<file path="config.mk">
export PLATFORM = sky130hd
export DESIGN_NAME = aoe_angle_output_encoders
export DESIGN_NICKNAME = d
export VERILOG_FILES = /design/src/core/aoe_pkg.sv /design/src/core/aoe_angle_output_encoders.sv /design/src/core/aoe_pwm_frame.sv
export SDC_FILE = /design/constraint.sdc
export NUM_CORES = 1
export LEC_CHECK = 0
export BUFFER_PORTS_ARGS = -buffer_cell sky130_fd_sc_hd__buf_2
export CORE_MARGIN = 1
export CORE_UTILIZATION = 52
export DETAILED_ROUTE_END_ITERATION = 10
export GPL_TIMING_DRIVEN = 0
export PLACE_DENSITY_LB_ADDON = 0.25
export SLEW_MARGIN = 40
export SYNTH_ARGS = -nofsm -noshare
export SYNTH_HDL_FRONTEND = slang
export SYNTH_SLANG_ARGS = --single-unit
</file>
<file path="constraint.sdc">
create_clock -name sys_clk -period 6.9 [get_ports sys_clk]
set_input_delay 0 -clock sys_clk [delete_from_list [all_inputs] [get_ports sys_clk]]
set_output_delay 0 -clock sys_clk [all_outputs]
set_load 0.03 [all_outputs]
</file>
<file path="src/core/aoe_pkg.sv">
package aoe_pkg;

  // Shadow and fuse map addresses, then the angle read address.
  localparam logic [13:0] ADDR_ZERO_HIGH  = 14'h0016;
  localparam logic [13:0] ADDR_ZERO_LOW   = 14'h0017;
  localparam logic [13:0] ADDR_SETTINGS_1 = 14'h0018;
  localparam logic [13:0] ADDR_SETTINGS_2 = 14'h0019;
  localparam logic [13:0] ADDR_REPAIR     = 14'h001A;
  localparam logic [13:0] ADDR_ANGLE_SEL  = 14'h3FFF;

  localparam logic [7:0] REG_RESET = 8'h00;

  // Field positions in zero_position_low_and_fault_enables.
  localparam int ZL_POS_MSB       = 5;
  localparam int ZL_STRONG_EN_BIT = 6;
  localparam int ZL_WEAK_EN_BIT   = 7;

  // Field positions in output_settings_first.
  localparam int S1_INDEX_WIDTH_BIT = 0;
  localparam int S1_NOISE_BIT       = 1;
  localparam int S1_DIR_BIT         = 2;
  localparam int S1_OUT_SEL_BIT     = 3;
  localparam int S1_COMP_DIS_BIT    = 4;
  localparam int S1_DATA_SEL_BIT    = 6;
  localparam int S1_PWM_EN_BIT      = 7;

  // Field positions in output_settings_second.
  localparam int S2_POLE_LSB = 0;
  localparam int S2_HYS_LSB  = 3;
  localparam int S2_RES_BIT  = 5;

  localparam int REPAIR_W = 5;

  // Pulse-width frame, in pulse-width clock periods.
  localparam int PWM_INIT   = 12;
  localparam int PWM_ERRDET = 4;
  localparam int PWM_DATA   = 4095;
  localparam int PWM_TAIL   = 8;
  localparam int PWM_FRAME  = 4119;

  localparam int CLK_PERIOD_NS = 4;
  localparam int PWM_PERIOD_NS = 444;
  localparam int PWM_DIV       = PWM_PERIOD_NS / CLK_PERIOD_NS;

  typedef struct packed {
    logic        wr;
    logic        rd;
    logic [13:0] addr;
    logic [15:0] wdata;
  } aoe_req_t;

  typedef struct packed {
    logic loops_done;
    logic overflow;
    logic too_strong;
    logic too_weak;
  } aoe_diag_t;

  typedef struct packed {
    logic a;
    logic b;
    logic idx;
    logic u;
    logic v;
    logic w;
  } aoe_pins_t;

  typedef struct packed {
    logic [7:0] fuse_repair_select;
    logic [7:0] s2;
    logic [7:0] s1;
    logic [7:0] zl;
    logic [7:0] zh;
  } aoe_cfg_t;

endpackage

</file>
<file path="src/core/aoe_angle_output_encoders.sv">
`timescale 1ns/1ns
// Functional notes
// - Shadow registers rewritable; hardware reset discards them.
// - Fuse memory programs once, survives reset.
// - Unprogrammed registers read zero and work.
// - Zero position from high byte and low six.
// - Low-register bits 6,7 gate field faults.
// - Index width: 0 gives 3 LSB, 1 gives 1.
// - Settings bit 4 disables dynamic compensation.
// - Settings bit 6 selects angle at 3FFF.
// - Output select: quadrature+W or UVW+index.
// - Settings bit 7 enables pulse-width output.
// - Pole-pair code 0..6 means 1..7, 7 means 7.
// - Resolution bit: 11 or 10 bit quadrature.
// - Hysteresis table depends on resolution.
// - Commutation ignores quadrature resolution.
// - A leads when angle rises; direction inverts.
// - Quadrature outputs high during power-on.
// - Commutation outputs low during power-on.
// - Commutation from 14-bit angle and pole pairs.
// - Frame 12 init, 4 check, 4095 data, 8 low.
// - Data at 12-bit, period 444 ns.
// - Error frame shows only init periods high.
// - Repair field forces one map bit high.
// - Access is command frame plus data frame.
// - Error safe state: quadrature all high.
// - Error safe state: commutation all low.
module aoe_angle_output_encoders #(
  parameter int PWM_DIV = aoe_pkg::PWM_DIV
) (
  input  wire logic                sys_clk,        // System clock.
  input  wire logic                sys_rst,        // Hardware reset, synchronous.
  input  wire logic                pwr_on_rst,     // Supply-up clear of fuse model.
  input  wire aoe_pkg::aoe_req_t   req,            // Decoded register access.
  output logic [15:0]              rdata_q,        // Read data of last read.
  input  wire logic [13:0]         angle_comp,     // Compensated angle.
  input  wire logic [13:0]         angle_raw,      // Uncompensated angle.
  input  wire aoe_pkg::aoe_diag_t  diag,           // Diagnostic flags.
  input  wire logic                otp_burn,       // Burn pulse.
  input  wire logic                otp_refresh,    // Reload shadows from fuses.
  output logic                     otp_programmed, // Fuses already burnt.
  output logic                     error_flag,     // Outputs in safe state.
  output logic                     comp_disable,   // Compensation off to front end.
  output logic                     noise_profile,  // Noise setting to front end.
  output aoe_pkg::aoe_pins_t       pins_q          // Encoder pins.
);

  aoe_pkg::aoe_cfg_t shadow_q;
  aoe_pkg::aoe_cfg_t otp_q;
  aoe_pkg::aoe_cfg_t cfg;
  logic              otp_done_q;

  logic [13:0] zero_pos;
  logic [13:0] angle_out;
  logic [13:0] angle_rel;
  logic [13:0] angle_dir;
  logic        power_on;
  logic        fault;
  logic        out_sel;
  logic        pwm_en;
  logic        res10;
  logic [2:0]  pole_pairs;
  logic [1:0]  hysteresis_width;

  logic [10:0] pos;
  logic [10:0] cnt_q;
  logic [10:0] cnt_d;
  logic [11:0] delta;
  logic [10:0] cnt_last;
  logic        index_hit;

  logic [16:0] elec_prod;
  logic [16:0] sect_prod;
  logic [2:0]  sector;
  logic [2:0]  uvw;
  logic        pwm_q;

  aoe_pkg::aoe_pins_t pins_d;

  // Hysteresis in LSBs of the active resolution.
  function automatic logic [1:0] hys_lsb(input logic is10, input logic [1:0] code);
    if (is10) begin
      hys_lsb = 2'd2 - code;
    end else begin
      hys_lsb = 2'd3 - code;
    end
  endfunction

  // Hall pattern {u,v,w} for each sixth of an electrical turn.
  function automatic logic [2:0] hall(input logic [2:0] sec);
    unique case (sec)
      3'd0:    hall = 3'b100;
      3'd1:    hall = 3'b110;
      3'd2:    hall = 3'b010;
      3'd3:    hall = 3'b011;
      3'd4:    hall = 3'b001;
      3'd5:    hall = 3'b101;
      default: hall = 3'b000;
    endcase
  endfunction

  // Shadow registers: written freely, reloaded from the fuses on reset.
  always_ff @(posedge sys_clk) begin
    if (sys_rst || otp_refresh) begin
      shadow_q <= otp_q;
    end else if (req.wr) begin
      unique case (req.addr)
        aoe_pkg::ADDR_ZERO_HIGH:  shadow_q.zh <= req.wdata[7:0];
        aoe_pkg::ADDR_ZERO_LOW:   shadow_q.zl <= req.wdata[7:0];
        aoe_pkg::ADDR_SETTINGS_1: shadow_q.s1 <= req.wdata[7:0];
        aoe_pkg::ADDR_SETTINGS_2: shadow_q.s2 <= req.wdata[7:0];
        aoe_pkg::ADDR_REPAIR: begin
          shadow_q.fuse_repair_select <= {3'b000, req.wdata[aoe_pkg::REPAIR_W-1:0]};
        end
        default: ;
      endcase
    end
  end

  // Fuse model: only the supply-up clear reaches it, so a hardware reset keeps it.
  always_ff @(posedge sys_clk) begin
    if (pwr_on_rst) begin
      otp_q      <= '0;
      otp_done_q <= 1'b0;
    end else if (otp_burn && !otp_done_q) begin
      otp_q      <= shadow_q;
      otp_done_q <= 1'b1;
    end
  end

  assign otp_programmed = otp_done_q;

  // Repair code n forces bit n of the first four registers; code 0 repairs nothing.
  always_comb begin
    logic [31:0] flat;
    flat = {shadow_q.s2, shadow_q.s1, shadow_q.zl, shadow_q.zh};
    if (shadow_q.fuse_repair_select[aoe_pkg::REPAIR_W-1:0] != 5'h00) begin
      flat[shadow_q.fuse_repair_select[aoe_pkg::REPAIR_W-1:0]] = 1'b1;
    end
    cfg = {shadow_q.fuse_repair_select, flat};
  end

  assign zero_pos      = {cfg.zh, cfg.zl[aoe_pkg::ZL_POS_MSB:0]};
  assign comp_disable  = cfg.s1[aoe_pkg::S1_COMP_DIS_BIT];
  assign noise_profile = cfg.s1[aoe_pkg::S1_NOISE_BIT];
  assign out_sel       = cfg.s1[aoe_pkg::S1_OUT_SEL_BIT];
  assign pwm_en        = cfg.s1[aoe_pkg::S1_PWM_EN_BIT];
  assign res10         = cfg.s2[aoe_pkg::S2_RES_BIT];
  assign hysteresis_width           = hys_lsb(res10, cfg.s2[aoe_pkg::S2_HYS_LSB+:2]);

  always_comb begin
    logic [2:0] code;
    code = cfg.s2[aoe_pkg::S2_POLE_LSB+:3];
    if (code == 3'd7) begin
      pole_pairs = 3'd7;
    end else begin
      pole_pairs = code + 3'd1;
    end
  end

  assign power_on = !diag.loops_done;

  always_comb begin
    fault = diag.overflow;
    if (cfg.zl[aoe_pkg::ZL_STRONG_EN_BIT] && diag.too_strong) begin
      fault = 1'b1;
    end
    if (cfg.zl[aoe_pkg::ZL_WEAK_EN_BIT] && diag.too_weak) begin
      fault = 1'b1;
    end
  end

  assign error_flag = fault;

  // Dynamic compensation off means the outputs follow the raw angle.
  assign angle_out = comp_disable ? angle_raw : angle_comp;
  assign angle_rel = angle_out - zero_pos;
  assign angle_dir = cfg.s1[aoe_pkg::S1_DIR_BIT] ? 14'(-angle_rel) : angle_rel;

  // Quadrature tracker: follows the angle one step per cycle beyond the hysteresis.
  assign pos      = res10 ? {1'b0, angle_dir[13:4]} : angle_dir[13:3];
  assign cnt_last = res10 ? 11'h3FF : 11'h7FF;

  always_comb begin
    logic [10:0] d11;
    d11   = pos - cnt_q;
    delta = res10 ? {{2{d11[9]}}, d11[9:0]} : {d11[10], d11};
  end

  always_comb begin
    cnt_d = cnt_q;
    if (power_on) begin
      cnt_d = pos;
    end else if ($signed(delta) > $signed({10'h000, hysteresis_width})) begin
      cnt_d = (cnt_q + 11'd1) & cnt_last;
    end else if ($signed(delta) < -$signed({10'h000, hysteresis_width})) begin
      cnt_d = (cnt_q - 11'd1) & cnt_last;
    end
  end

  always_ff @(posedge sys_clk) begin
    if (sys_rst) begin
      cnt_q <= 11'h000;
    end else begin
      cnt_q <= cnt_d;
    end
  end

  always_comb begin
    if (cfg.s1[aoe_pkg::S1_INDEX_WIDTH_BIT]) begin
      index_hit = (cnt_q == 11'h000);
    end else begin
      index_hit = (cnt_q == 11'h000) || (cnt_q == 11'h001) || (cnt_q == cnt_last);
    end
  end

  // Commutation uses the full 14-bit angle, independent of the quadrature setting.
  assign elec_prod = {3'b000, angle_dir} * {14'h0000, pole_pairs};
  assign sect_prod = {3'b000, elec_prod[13:0]} * 17'd6;
  assign sector    = sect_prod[16:14];
  assign uvw       = hall(sector);

  aoe_pwm_frame #(
    .DIV (PWM_DIV)
  ) u_pwm (
    .sys_clk (sys_clk),
    .sys_rst (sys_rst),
    .enable  (pwm_en),
    .error   (fault || power_on),
    .angle   (angle_dir[13:2]),
    .pwm_q   (pwm_q)
  );

  // Pin routing and safe states.
  always_comb begin
    pins_d = '0;
    if (!out_sel) begin
      if (power_on) begin
        {pins_d.a, pins_d.b, pins_d.idx} = 3'b111;
      end else if (fault) begin
        {pins_d.a, pins_d.b, pins_d.idx} = 3'b111;
      end else begin
        pins_d.a   = cnt_q[1] ^ cnt_q[0];
        pins_d.b   = cnt_q[1];
        pins_d.idx = index_hit;
      end
      pins_d.w = pwm_en && pwm_q;
    end else begin
      if (power_on) begin
        {pins_d.u, pins_d.v, pins_d.w} = 3'b000;
      end else if (fault) begin
        {pins_d.u, pins_d.v, pins_d.w} = 3'b000;
      end else begin
        {pins_d.u, pins_d.v, pins_d.w} = uvw;
      end
      pins_d.idx = pwm_en && pwm_q;
    end
  end

  always_ff @(posedge sys_clk) begin
    if (sys_rst) begin
      pins_q <= '{a: 1'b1, b: 1'b1, idx: 1'b1, u: 1'b0, v: 1'b0, w: 1'b0};
    end else begin
      pins_q <= pins_d;
    end
  end

  // Read data stands until the next read; unmapped addresses read zero.
  always_ff @(posedge sys_clk) begin
    if (sys_rst) begin
      rdata_q <= 16'h0000;
    end else if (req.rd) begin
      unique case (req.addr)
        aoe_pkg::ADDR_ZERO_HIGH:  rdata_q <= {8'h00, shadow_q.zh};
        aoe_pkg::ADDR_ZERO_LOW:   rdata_q <= {8'h00, shadow_q.zl};
        aoe_pkg::ADDR_SETTINGS_1: rdata_q <= {8'h00, shadow_q.s1};
        aoe_pkg::ADDR_SETTINGS_2: rdata_q <= {8'h00, shadow_q.s2};
        aoe_pkg::ADDR_REPAIR:     rdata_q <= {8'h00, shadow_q.fuse_repair_select};
        aoe_pkg::ADDR_ANGLE_SEL: begin
          rdata_q <= {2'b00, cfg.s1[aoe_pkg::S1_DATA_SEL_BIT] ? angle_raw : angle_comp};
        end
        default: rdata_q <= 16'h0000;
      endcase
    end
  end

endmodule

</file>
<file path="src/core/aoe_pwm_frame.sv">
`timescale 1ns/1ns
// Frame: init high, error-detect field, angle high time, then low to the end.
module aoe_pwm_frame #(
  parameter int DIV = aoe_pkg::PWM_DIV
) (
  input  wire logic        sys_clk,  // System clock.
  input  wire logic        sys_rst,  // Synchronous reset, active high.
  input  wire logic        enable,   // Pulse-width output enabled.
  input  wire logic        error,    // Diagnostic error or power-on.
  input  wire logic [11:0] angle,    // Angle at 12-bit resolution.
  output logic             pwm_q     // Encoded output.
);

  localparam logic [12:0] INIT_END = 13'(aoe_pkg::PWM_INIT);
  localparam logic [12:0] ERR_END  = 13'(aoe_pkg::PWM_INIT + aoe_pkg::PWM_ERRDET);
  localparam logic [12:0] LAST     = 13'(aoe_pkg::PWM_FRAME - 1);

  logic [15:0] div_q;
  logic [12:0] per_q;
  logic [11:0] ang_q;
  logic        err_q;
  logic        tick;
  logic        level;

  assign tick = (div_q == 16'(DIV - 1));

  always_ff @(posedge sys_clk) begin
    if (sys_rst || !enable || tick) begin
      div_q <= 16'h0000;
    end else begin
      div_q <= div_q + 16'h0001;
    end
  end

  // Angle and error are caught at frame start so one frame never mixes two values.
  always_ff @(posedge sys_clk) begin
    if (sys_rst || !enable) begin
      per_q <= 13'h0000;
      ang_q <= 12'h000;
      err_q <= 1'b1;
    end else if (tick) begin
      if (per_q == LAST) begin
        per_q <= 13'h0000;
        ang_q <= angle;
        err_q <= error;
      end else begin
        per_q <= per_q + 13'h0001;
      end
    end
  end

  always_comb begin
    if (per_q < INIT_END) begin
      level = 1'b1;
    end else if (per_q < ERR_END) begin
      level = !err_q;
    end else begin
      level = !err_q && ((per_q - ERR_END) < {1'b0, ang_q});
    end
  end

  always_ff @(posedge sys_clk) begin
    if (sys_rst || !enable) begin
      pwm_q <= 1'b0;
    end else begin
      pwm_q <= level;
    end
  end

endmodule

</file>
==> impl_metrics.csv, run 1 <==
group,metric,value,unit
critical_path,rrSetupSlack,-0.64,ns
synth,yosys_warnings,0,
timing,timing.final.ws_setup,-0.6449,ns
critical_path,reg2reg_to,"cnt_q[7]$_SDFFE_PP0P_",
clock_tree,ctsRootBufferMaster,"clkbuf_16",
placement,dp_hpwl,24960,um
placement,place_area,12500,um2
critical_path,reg2reg_from,"cfg[33]$_DFFE_PP_",
drt,first_iter_violations,1084,
timing,tns,-6.966,ns
timing,report.final.slew_viol_count,0,
synth,ys_seq_area_frac,0.3024,
synth,syn_inst,1419,
placement,place_congestion,0.9429,
critical_path,ff2ff_path_depth,32,
synth,syn_avg_cell_area,8.164,um2
critical_path,required,7.22,ns
global_route,grt.overflow.total,0,
global_route,grt_util_all_layers,0.3159,
critical_path,setup.worst_path.end_class,"register",
drt,via_per_inst,6.047,
drt,drc_errors,0,
drt,vias,11540,
final_layout,multi_input_area,8378,um2
global_route,antenna_found_initial,0,
synth,yosys.area.top_type,"dfxtp_1",
synth,async_flop_share,0,
min_path,holdPathStages,6,
floorplan,core-area,21820,um2
synth,ys_top_cells_by_area,"dfxtp_1 (20%), edfxtp_1 (10%), ha_1 (9.2%)",
min_path,hold_end,"rdata_q[4]$_SDFFE_PP0P_",
min_path,min_from,"angle_raw[4]",
drt,wl,35430,um
drt,drtPass1Iterations,5,
pwr,ir_worst_vdd,340.9,uV
final_layout,final.fill_count,1742,
final_layout,drive_gt1_frac,0.2273,
synth,synth_top_area_share,0.1987,
global_route,grt_max_degree,19,
clock_tree,cts_tree,"done",
run_status,status,"complete, but fails checks",
synth,synth_seq_cells,155,
global_route,grt_pass1_wl,56000,um
synth,synth_edf_count,40,
timing,period_share,1.093,
final_layout,syn_to_final_growth,26.64,%
critical_path,cpPeakStageDelay,0.51,ns
timing,setup_viol,14,
timing,relSlewSlack,0.4319,
pwr,power_density,421.4,nW/um2
flow_run,drv_cap,0,
timing,max_freq,0.1325,GHz
pwr,power,6.183,mW
timing,finalHoldViolCount,0,
synth,syn_area,11580,um2
clock_tree,clock_sinks,155,
drt,wire_per_inst,18.57,um
synth,synth_ff_type,"dfxtp_1",
clock_tree,clk_latency,0.44,ns
floorplan,rows,54,
timing,fin_skew,0.01723,ns
final_layout,antenna_cells,0,
critical_path,crit_type,"reg -> reg",
final_layout,layout_common_cells,"nand2_1 (201), nor2_1 (130), dfxtp_1 (115)",
critical_path,worst_setup_path_start_kind,"register",
critical_path,crit_path_top_delay_cell,"or4_4",
clock_tree,clk_pin_slew,0.08,ns
final_layout,seqCellArea,3503,um2
min_path,hold_class,"in -> reg",
run_status,violations,"negative setup slack",
timing,period_needed,7.545,ns
placement,port_buffers,82,
drt,antenna_left,0,
clock_tree,cts_made_buffers,17,
timing,rsz0062_at_grt,"true",
clock_tree,h-tree-depth,4,
final_layout,nNetsFinal,1783,
critical_path,path_max_fanout,5,
global_route,grt_pass1_vias,11050,
floorplan,die-height,151.3,um
final_layout,utilization,0.6723,
synth,synth_cell_types,87,
final_layout,postLayoutCellArea,14670,um2
floorplan,die_area,22880,um2
clock_tree,cts_buffer_depth,2,
pwr,power.leakage,6.200,nW
floorplan,die_w,151.3,um
floorplan,start_util,0.5308,
floorplan,io_pins,95,
final_layout,mostFrequentLayoutCell,"nand2_1",
timing,worst_pin_slew,0.8307,ns
timing,timing.hold.ws,0.1082,ns
critical_path,cp.arrival,7.86,ns
[timing repair]
item / CTS / global route
hold buffers: 18 / 0
hold endpoints to repair: 24 / 0
cloned: 2 / 0
setup buffers: 64 / 13
gates resized for setup: 134 / 26
pin swaps: 63 / 14
setup endpoints to repair: 14 / 14
[per-layer routing]
layer | share of wire | track usage | vias up
met5 | 0 | 0 | -
met3 | 0.083 | 0.04789 | 134
met2 | 0.47 | 0.5402 | 581
li1 | - | - | 5394
met1 | 0.40 | 0.3906 | 5428
met4 | 0.043 | 0.1410 | 0
[worst max-delay path by stage]
stage / from / endpoint / slack (ns) / cells past startpoint
after global placement: cfg[36]$_DFFE_PP_ / cnt_q[10]$_SDFFE_PP0P_ / -1.63 / 35
final: cfg[33]$_DFFE_PP_ / cnt_q[7]$_SDFFE_PP0P_ / -0.64 / 32
after global routing: cfg[35]$_DFFE_PP_ / cnt_q[7]$_SDFFE_PP0P_ / -0.85 / 33
after CTS: cfg[35]$_DFFE_PP_ / cnt_q[7]$_SDFFE_PP0P_ / -0.34 / 32
after detailed placement: cfg[36]$_DFFE_PP_ / cnt_q[6]$_SDFFE_PP0P_ / -1.76 / 35
after floorplan: cfg[36]$_DFFE_PP_ / cnt_q[7]$_SDFFE_PP0P_ / -0.24 / 32
[layout make-up]
| type | count | area share |
|---|---|---|
| inverters | 81 | 0.02123 |
| repair buffers | 180 | 0.08494 |
| clock inverters | 15 | 0.01211 |
| plain buffers | 63 | 0.01902 |
| well taps | 280 | 0.02388 |
| clock buffers | 17 | 0.02900 |
| multi-input cells | 1117 | 0.5710 |
| flip-flops and latches | 155 | 0.2388 |
[flip-flops by register name (all words and copies together) (netlist names), 6 cells and up]
signal / cells
cfg: 8
cnt_q: 11
otp_q: 40
pins_q: 6
rdata_q: 14
shadow_q: 32
u_pwm.ang_q: 12
u_pwm.div_q: 16
u_pwm.per_q: 13
[where the power goes]
part,switching [mW],internal (mW)
combinational,2.31,1.84
sequential,0.0843,1.00
clock,0.455,0.488
total,2.85,3.33
[Yosys cell counts (all sizes together) (7+ instances only)]
master / number
o21a: 16
xor2: 34
nand4: 12
and2: 17
buf: 14
nand2: 204
nor3b: 8
a22oi: 17
clkbuf: 53
mux2: 34
inv: 81
a21o: 49
xnor2: 38
nand2b: 16
nor2: 137
a31oi: 8
nor4: 16
and3: 17
o211ai: 12
nor3: 29
nor2b: 26
nand3: 40
ha: 85
mux2i: 19
edfxtp: 40
dfxtp: 115
or2: 7
a211oi: 13
a21oi: 119
o21ai: 36
or4: 9
fa: 14
[worst max-delay path: cells and delay by family (launching register included)]
family,cells,cell delay (ns)
adders and majority gates,4,1.01
DFF,1,0.43
and+or+nand+nor,11,2.45
AOI/OAI and AO/OA,13,2.95
muxes,1,0.19
buffers and inverters,3,0.38
[cell families after synthesis]
kind of cell / synth area share
muxes: 0.04947
AOI/OAI and AO/OA: 0.1956
adders and majority gates: 0.1160
buffers and inverters: 0.05087
other: 0.0003237
xor gates and xnor gates: 0.05649
and+or+nand+nor: 0.2289
DFF: 0.3024
[per-stage QoR]
step	cells	worst slack, ns
3_5_place_dp	1783	-1.756
6_report	1908	-0.6449
5_1_grt	1908	-0.8495
2_1_floorplan	1420	-0.2380
3_3_place_gp	1782	-1.627
4_1_cts	1895	-0.3401
Power figures use the tool's default switching activity.
==> inputs of run 2 (changes only) <==
--- a/config.mk
+++ b/config.mk
@@ -5,10 +5,10 @@
 export SDC_FILE = /design/constraint.sdc
 export NUM_CORES = 1
 export LEC_CHECK = 0
-export BUFFER_PORTS_ARGS = -buffer_cell sky130_fd_sc_hd__buf_2
 export CORE_MARGIN = 1
-export CORE_UTILIZATION = 52
+export CORE_UTILIZATION = 55
 export DETAILED_ROUTE_END_ITERATION = 10
+export DONT_BUFFER_PORTS = 1
 export GPL_TIMING_DRIVEN = 0
 export PLACE_DENSITY_LB_ADDON = 0.25
 export SLEW_MARGIN = 40
==> impl_metrics.csv, run 2 (same netlist as run 1, synthesis figures left out) <==
group,metric,value,unit
floorplan,rows,52,
drt,antenna_left,0,
run_status,violations,"negative setup slack",
placement,place_area,12080,um2
timing,setup_viol,14,
pwr,power,6.700,mW
critical_path,worst_setup_path_start_kind,"register",
critical_path,crit_type,"reg -> reg",
global_route,grt_busiest_layer,"met2",
floorplan,io_pins,95,
floorplan,core-area,20430,um2
clock_tree,h-tree-depth,4,
final_layout,largest_reg_flops,40,
clock_tree,clk_latency,0.45,ns
clock_tree,clock_sinks,155,
clock_tree,ctsRootBufferMaster,"clkbuf_16",
critical_path,cp.arrival,7.70,ns
critical_path,crit_path_top_delay_cell,"or4_4",
critical_path,cpPeakStageDelay,0.54,ns
global_route,use_met2,0.5517,
global_route,grt_max_degree,21,
clock_tree,cts_made_buffers,17,
pwr,ir_worst_vdd,354.7,uV
final_layout,mostFrequentLayoutCell,"nand2_1",
flow_run,drv_cap,0,
timing,report.final.slew_viol_count,0,
floorplan,die-height,147.1,um
pwr,power_density,458.4,nW/um2
global_route,grt.overflow.total,0,
min_path,hold_class,"in -> reg",
run_status,status,"complete, but fails checks",
final_layout,drive_gt1_frac,0.2114,
drt,vias,11460,
global_route,grt_pass1_wl,55940,um
timing,tns,-4.649,ns
global_route,grt_util_all_layers,0.3266,
placement,dp_hpwl,24620,um
pwr,power.leakage,5.983,nW
drt,drc_errors,0,
placement,place_congestion,0.9512,
final_layout,instances_no_fill,1836,
global_route,antenna_found_initial,0,
floorplan,die_area,21650,um2
critical_path,required,7.23,ns
final_layout,reg_top3,"otp_q: 40 flops, shadow_q: 32 flops, u_pwm.div_q: 16 flops",
critical_path,path_max_fanout,5,
final_layout,postLayoutCellArea,14620,um2
global_route,use_met1,0.4027,
final_layout,layout_common_cells,"nand2_1 (198), nor2_1 (123), dfxtp_1 (115)",
clock_tree,cts_buffer_depth,2,
timing,timing.final.ws_setup,-0.4697,ns
final_layout,antenna_cells,0,
drt,wire_per_inst,19.86,um
timing,rsz0062_at_grt,"true",
final_layout,syn_to_final_growth,26.16,%
drt,via_per_inst,6.242,
timing,period_share,1.068,
drt,wl,36470,um
final_layout,regMostFlops,"otp_q",
timing,period_needed,7.370,ns
drt,drtPass1Iterations,9,
floorplan,die_w,147.1,um
clock_tree,cts_tree,"done",
timing,max_freq,0.1357,GHz
timing,relSlewSlack,0.4813,
floorplan,start_util,0.5671,
timing,worst_pin_slew,0.7762,ns
placement,place_inst,1693,
drt,first_iter_violations,989,
critical_path,setup.worst_path.end_class,"register",
placement,port_buffers,0,
final_layout,utilization,0.7154,
critical_path,rrSetupSlack,-0.47,ns
timing,finalHoldViolCount,0,
global_route,use_met3,0.06832,
global_route,grt_pass1_vias,10780,
timing,fin_skew,0.02045,ns
clock_tree,clk_pin_slew,0.08,ns
final_layout,nNetsFinal,1721,
==> run 2: per-layer routing <==
| layer | part of all wire | up-vias |
|---|---|---|
| li1 | - | 5292 |
| met1 | 0.40 | 5435 |
| met2 | 0.47 | 594 |
| met3 | 0.080 | 140 |
| met4 | 0.044 | 0 |
| met5 | 0 | - |
==> run 2: layout make-up <==
type,instances,area [um2]
Inverter,81,309.0
Buffer,64,290.3
Sequential cell,155,3503
Fill cell,1535,5814
Multi-Input combinational cell,1117,8576
Tap cell,270,337.8
Clock buffer,17,425.4
Clock inverter,15,193.9
Timing Repair Buffer,117,979.7
==> run 2: critical path: cells and delay by family, from the launching register on <==
kind / cells / cell delay, ns
AO/OA/AOI/OAI: 14 / 3.06
adder cells (fa/ha/maj): 3 / 0.76
buffers and inverters: 4 / 0.54
flip-flops: 1 / 0.44
multiplexers: 1 / 0.19
AND/OR/NAND/NOR: 10 / 2.26
==> run 2: path summary, 6_finish.rpt <==
path / start / end / cells past startpoint
min: angle_raw[3] / rdata_q[3]$_SDFFE_PP0P_ / 5
min reg2reg: otp_q[32]$_SDFFE_PP0P_ / otp_q[32]$_SDFFE_PP0P_ / 2
max: cfg[33]$_DFFE_PP_ / cnt_q[7]$_SDFFE_PP0P_ / 32
max reg2reg: cfg[33]$_DFFE_PP_ / cnt_q[7]$_SDFFE_PP0P_ / 32
==> run 2: through the flow <==
stage | hold slack [ns] | setup slack [ns]
floorplan | 0.1158 | -0.2380
global placement | 0.1174 | -1.762
detailed placement | 0.1249 | -1.820
CTS | 0.01310 | -0.3187
global route | 0.04918 | -0.7308
finish | 0.02670 | -0.4697
==> run 2: what timing repair did <==
item                                   CTS  global route
hold buffers                            25             1
pin swaps                               54            51
setup buffers                           52            36
gates resized for setup                130            63
endpoints found under the hold margin   28             8
setup endpoints to repair               14            14
gates cloned                             1             0
==> run 2: power breakdown <==
group | switching [mW] | internal (mW)
Sequential | 0.0955 | 1.00
Combinational | 2.50 | 2.11
Clock | 0.487 | 0.505
==> inputs of run 3 (changes only) <==
--- a/config.mk
+++ b/config.mk
@@ -10,7 +10,7 @@
 export DETAILED_ROUTE_END_ITERATION = 10
 export DONT_BUFFER_PORTS = 1
 export GPL_TIMING_DRIVEN = 0
-export PLACE_DENSITY_LB_ADDON = 0.25
+export PLACE_DENSITY = 0.71
 export SLEW_MARGIN = 40
 export SYNTH_ARGS = -nofsm -noshare
 export SYNTH_HDL_FRONTEND = slang
==> impl_metrics.csv, run 3 (same netlist as run 1, synthesis figures left out) <==
group,metric,value,unit
final_layout,multi_input_area,8479,um2
clock_tree,cts_buffer_depth,2,
floorplan,die_w,147.1,um
min_path,hold_class,"in -> reg",
pwr,p_clk_frac,0.149,
global_route,grt_max_degree,19,
clock_tree,h-tree-depth,4,
final_layout,antenna_cells,0,
clock_tree,cts_tree,"done",
critical_path,cp.arrival,7.95,ns
pwr,power.leakage,5.838,nW
critical_path,setup.worst_path.end_class,"register",
critical_path,worst_setup_path_start_kind,"register",
timing,relSlewSlack,0.4613,
placement,port_buffers,0,
pwr,p_sw,2.985,mW
global_route,grt_pass1_wl,56930,um
pwr,power_density,450.0,nW/um2
final_layout,drive_gt1_frac,0.1942,
timing,period_needed,7.571,ns
clock_tree,ctsRootBufferMaster,"clkbuf_16",
final_layout,regMostFlops,"otp_q",
timing,timing.hold.ws,0.008992,ns
global_route,grt.overflow.total,0,
flow_run,drv_cap,0,
final_layout,seqCellArea,3503,um2
critical_path,crit_path_top_delay_cell,"nor3b_2",
final_layout,largest_reg_flops,40,
drt,vias,11310,
critical_path,path_max_fanout,10,
placement,place_congestion,0.9657,
pwr,sw_frac_of_total,0.4627,
final_layout,nNetsFinal,1700,
global_route,grt_util_all_layers,0.3324,
final_layout,layout_common_cells,"nand2_1 (198), nor2_1 (129), dfxtp_1 (115)",
run_status,violations,"negative setup slack",
placement,dp_hpwl,24720,um
final_layout,final.fill_count,1602,
global_route,antenna_found_initial,0,
final_layout,mostFrequentLayoutCell,"nand2_1",
drt,drtPass1Iterations,5,
floorplan,core-area,20430,um2
timing,report.final.slew_viol_count,0,
pwr,p_comb_frac,0.680,
drt,wire_per_inst,19.82,um
global_route,grt_pass1_vias,11090,
clock_tree,cts_made_buffers,17,
floorplan,io_pins,95,
timing,rsz0062_at_grt,"true",
timing,period_share,1.097,
final_layout,utilization,0.7019,
timing,fin_skew,0.01761,ns
pwr,ir_worst_vdd,300.9,uV
final_layout,reg_top3,"otp_q: 40 flops, shadow_q: 32 flops, u_pwm.div_q: 16 flops",
critical_path,required,7.28,ns
critical_path,crit_type,"reg -> reg",
final_layout,postLayoutCellArea,14340,um2
timing,finalHoldViolCount,0,
clock_tree,clock_sinks,155,
placement,place_area,12080,um2
pwr,pwr-share-seq,0.171,
final_layout,syn_to_final_growth,23.77,%
drt,antenna_left,0,
floorplan,start_util,0.5671,
floorplan,rows,52,
drt,first_iter_violations,864,
drt,wl,35970,um
pwr,p_int,3.467,mW
clock_tree,clk_pin_slew,0.08,ns
drt,via_per_inst,6.231,
critical_path,cpPeakStageDelay,0.54,ns
run_status,status,"complete, but fails checks",
drt,drc_errors,0,
timing,setup_viol,14,
timing,worst_pin_slew,0.8080,ns
timing,max_freq,0.1321,GHz
timing,timing.final.ws_setup,-0.6711,ns
floorplan,die_area,21650,um2
clock_tree,clk_latency,0.45,ns
floorplan,die-height,147.1,um
run 3: cell types whose count changed in the layout (fill, tap and decap cells not counted), moves of 4 or more:
| cell | previous run | this run |
|---|---|---|
| a21oi_1 | 102 | 98 |
| inv_12 | 4 | 0 |
| nor2_2 | 12 | 7 |
| ha_4 | 16 | 12 |
| a21oi_2 | 9 | 13 |
| nor2_1 | 123 | 129 |
| buf_4 | 85 | 65 |
run 3: worst paths after layout:
check | startpoint | slack (ns) | endpoint | cells past startpoint
max | cfg[33]$_DFFE_PP_ | -0.67 | cnt_q[5]$_SDFFE_PP0P_ | 33
min | angle_raw[0] | 0.009 | rdata_q[0]$_SDFFE_PP0P_ | 5
max reg2reg | cfg[33]$_DFFE_PP_ | -0.67 | cnt_q[5]$_SDFFE_PP0P_ | 33
min reg2reg | otp_q[23]$_SDFFE_PP0P_ | 0.46 | otp_q[23]$_SDFFE_PP0P_ | 2
run 3: per-layer routing:
| layer | up-vias | GRT usage | share of wire |
|---|---|---|---|
| li1 | 5242 | - | - |
| met2 | 563 | 0.5590 | 0.47 |
| met4 | 0 | 0.1541 | 0.045 |
| met3 | 130 | 0.06366 | 0.077 |
| met5 | - | 0 | 0 |
| met1 | 5375 | 0.4101 | 0.40 |
run 3: repair_timing:
item / in CTS / in global routing
endpoints found under the setup margin: 14 / 14
buffers inserted: 53 / 17
hold buffers: 22 / 1
pin swaps: 67 / 33
resized for setup: 136 / 45
hold endpoints to repair: 27 / 8
cloned: 2 / 0
run 3: final cells by class:
type | count | share of cell area
Inverter | 81 | 0.02173
Sequential cell | 155 | 0.2443
Multi-Input combinational cell | 1117 | 0.5914
Tap cell | 270 | 0.02356
Clock buffer | 17 | 0.02967
Buffer | 63 | 0.01928
Timing Repair Buffer | 97 | 0.05803
Clock inverter | 15 | 0.01204
run 3: power by group through the flow:
stage / registers [mW] / logic, mW / clock network (mW)
after global routing: 1.11 / 4.78 / 1.00
after CTS: 1.09 / 3.91 / 0.964
final: 1.10 / 4.39 / 0.960
after global placement: 1.11 / 3.09 / 0
after detailed placement: 1.11 / 3.18 / 0
after floorplan: 1.08 / 2.48 / 0
run 3: critical path: cells and delay by family, from the launching register on:
family          cells  cell delay [ns]
simple gates       10             2.31
compound gates     12             2.62
xor+xnor            1             0.17
flops               1             0.39
fa+ha+maj           3             0.80
buf+inv             6             1.06
mux                 1             0.13
run 3: through the flow:
step                cells  TNS [ns]  setup slack [ns]  power [mW]
floorplan            1420    -2.040           -0.2380       3.569
global placement     1690    -21.64            -1.718       4.208
detailed placement   1693    -23.37            -1.843       4.292
CTS                  1798    -4.641           -0.4691       5.966
global route         1815    -9.174           -0.8268       6.896
finish               1815    -6.668           -0.6711       6.453
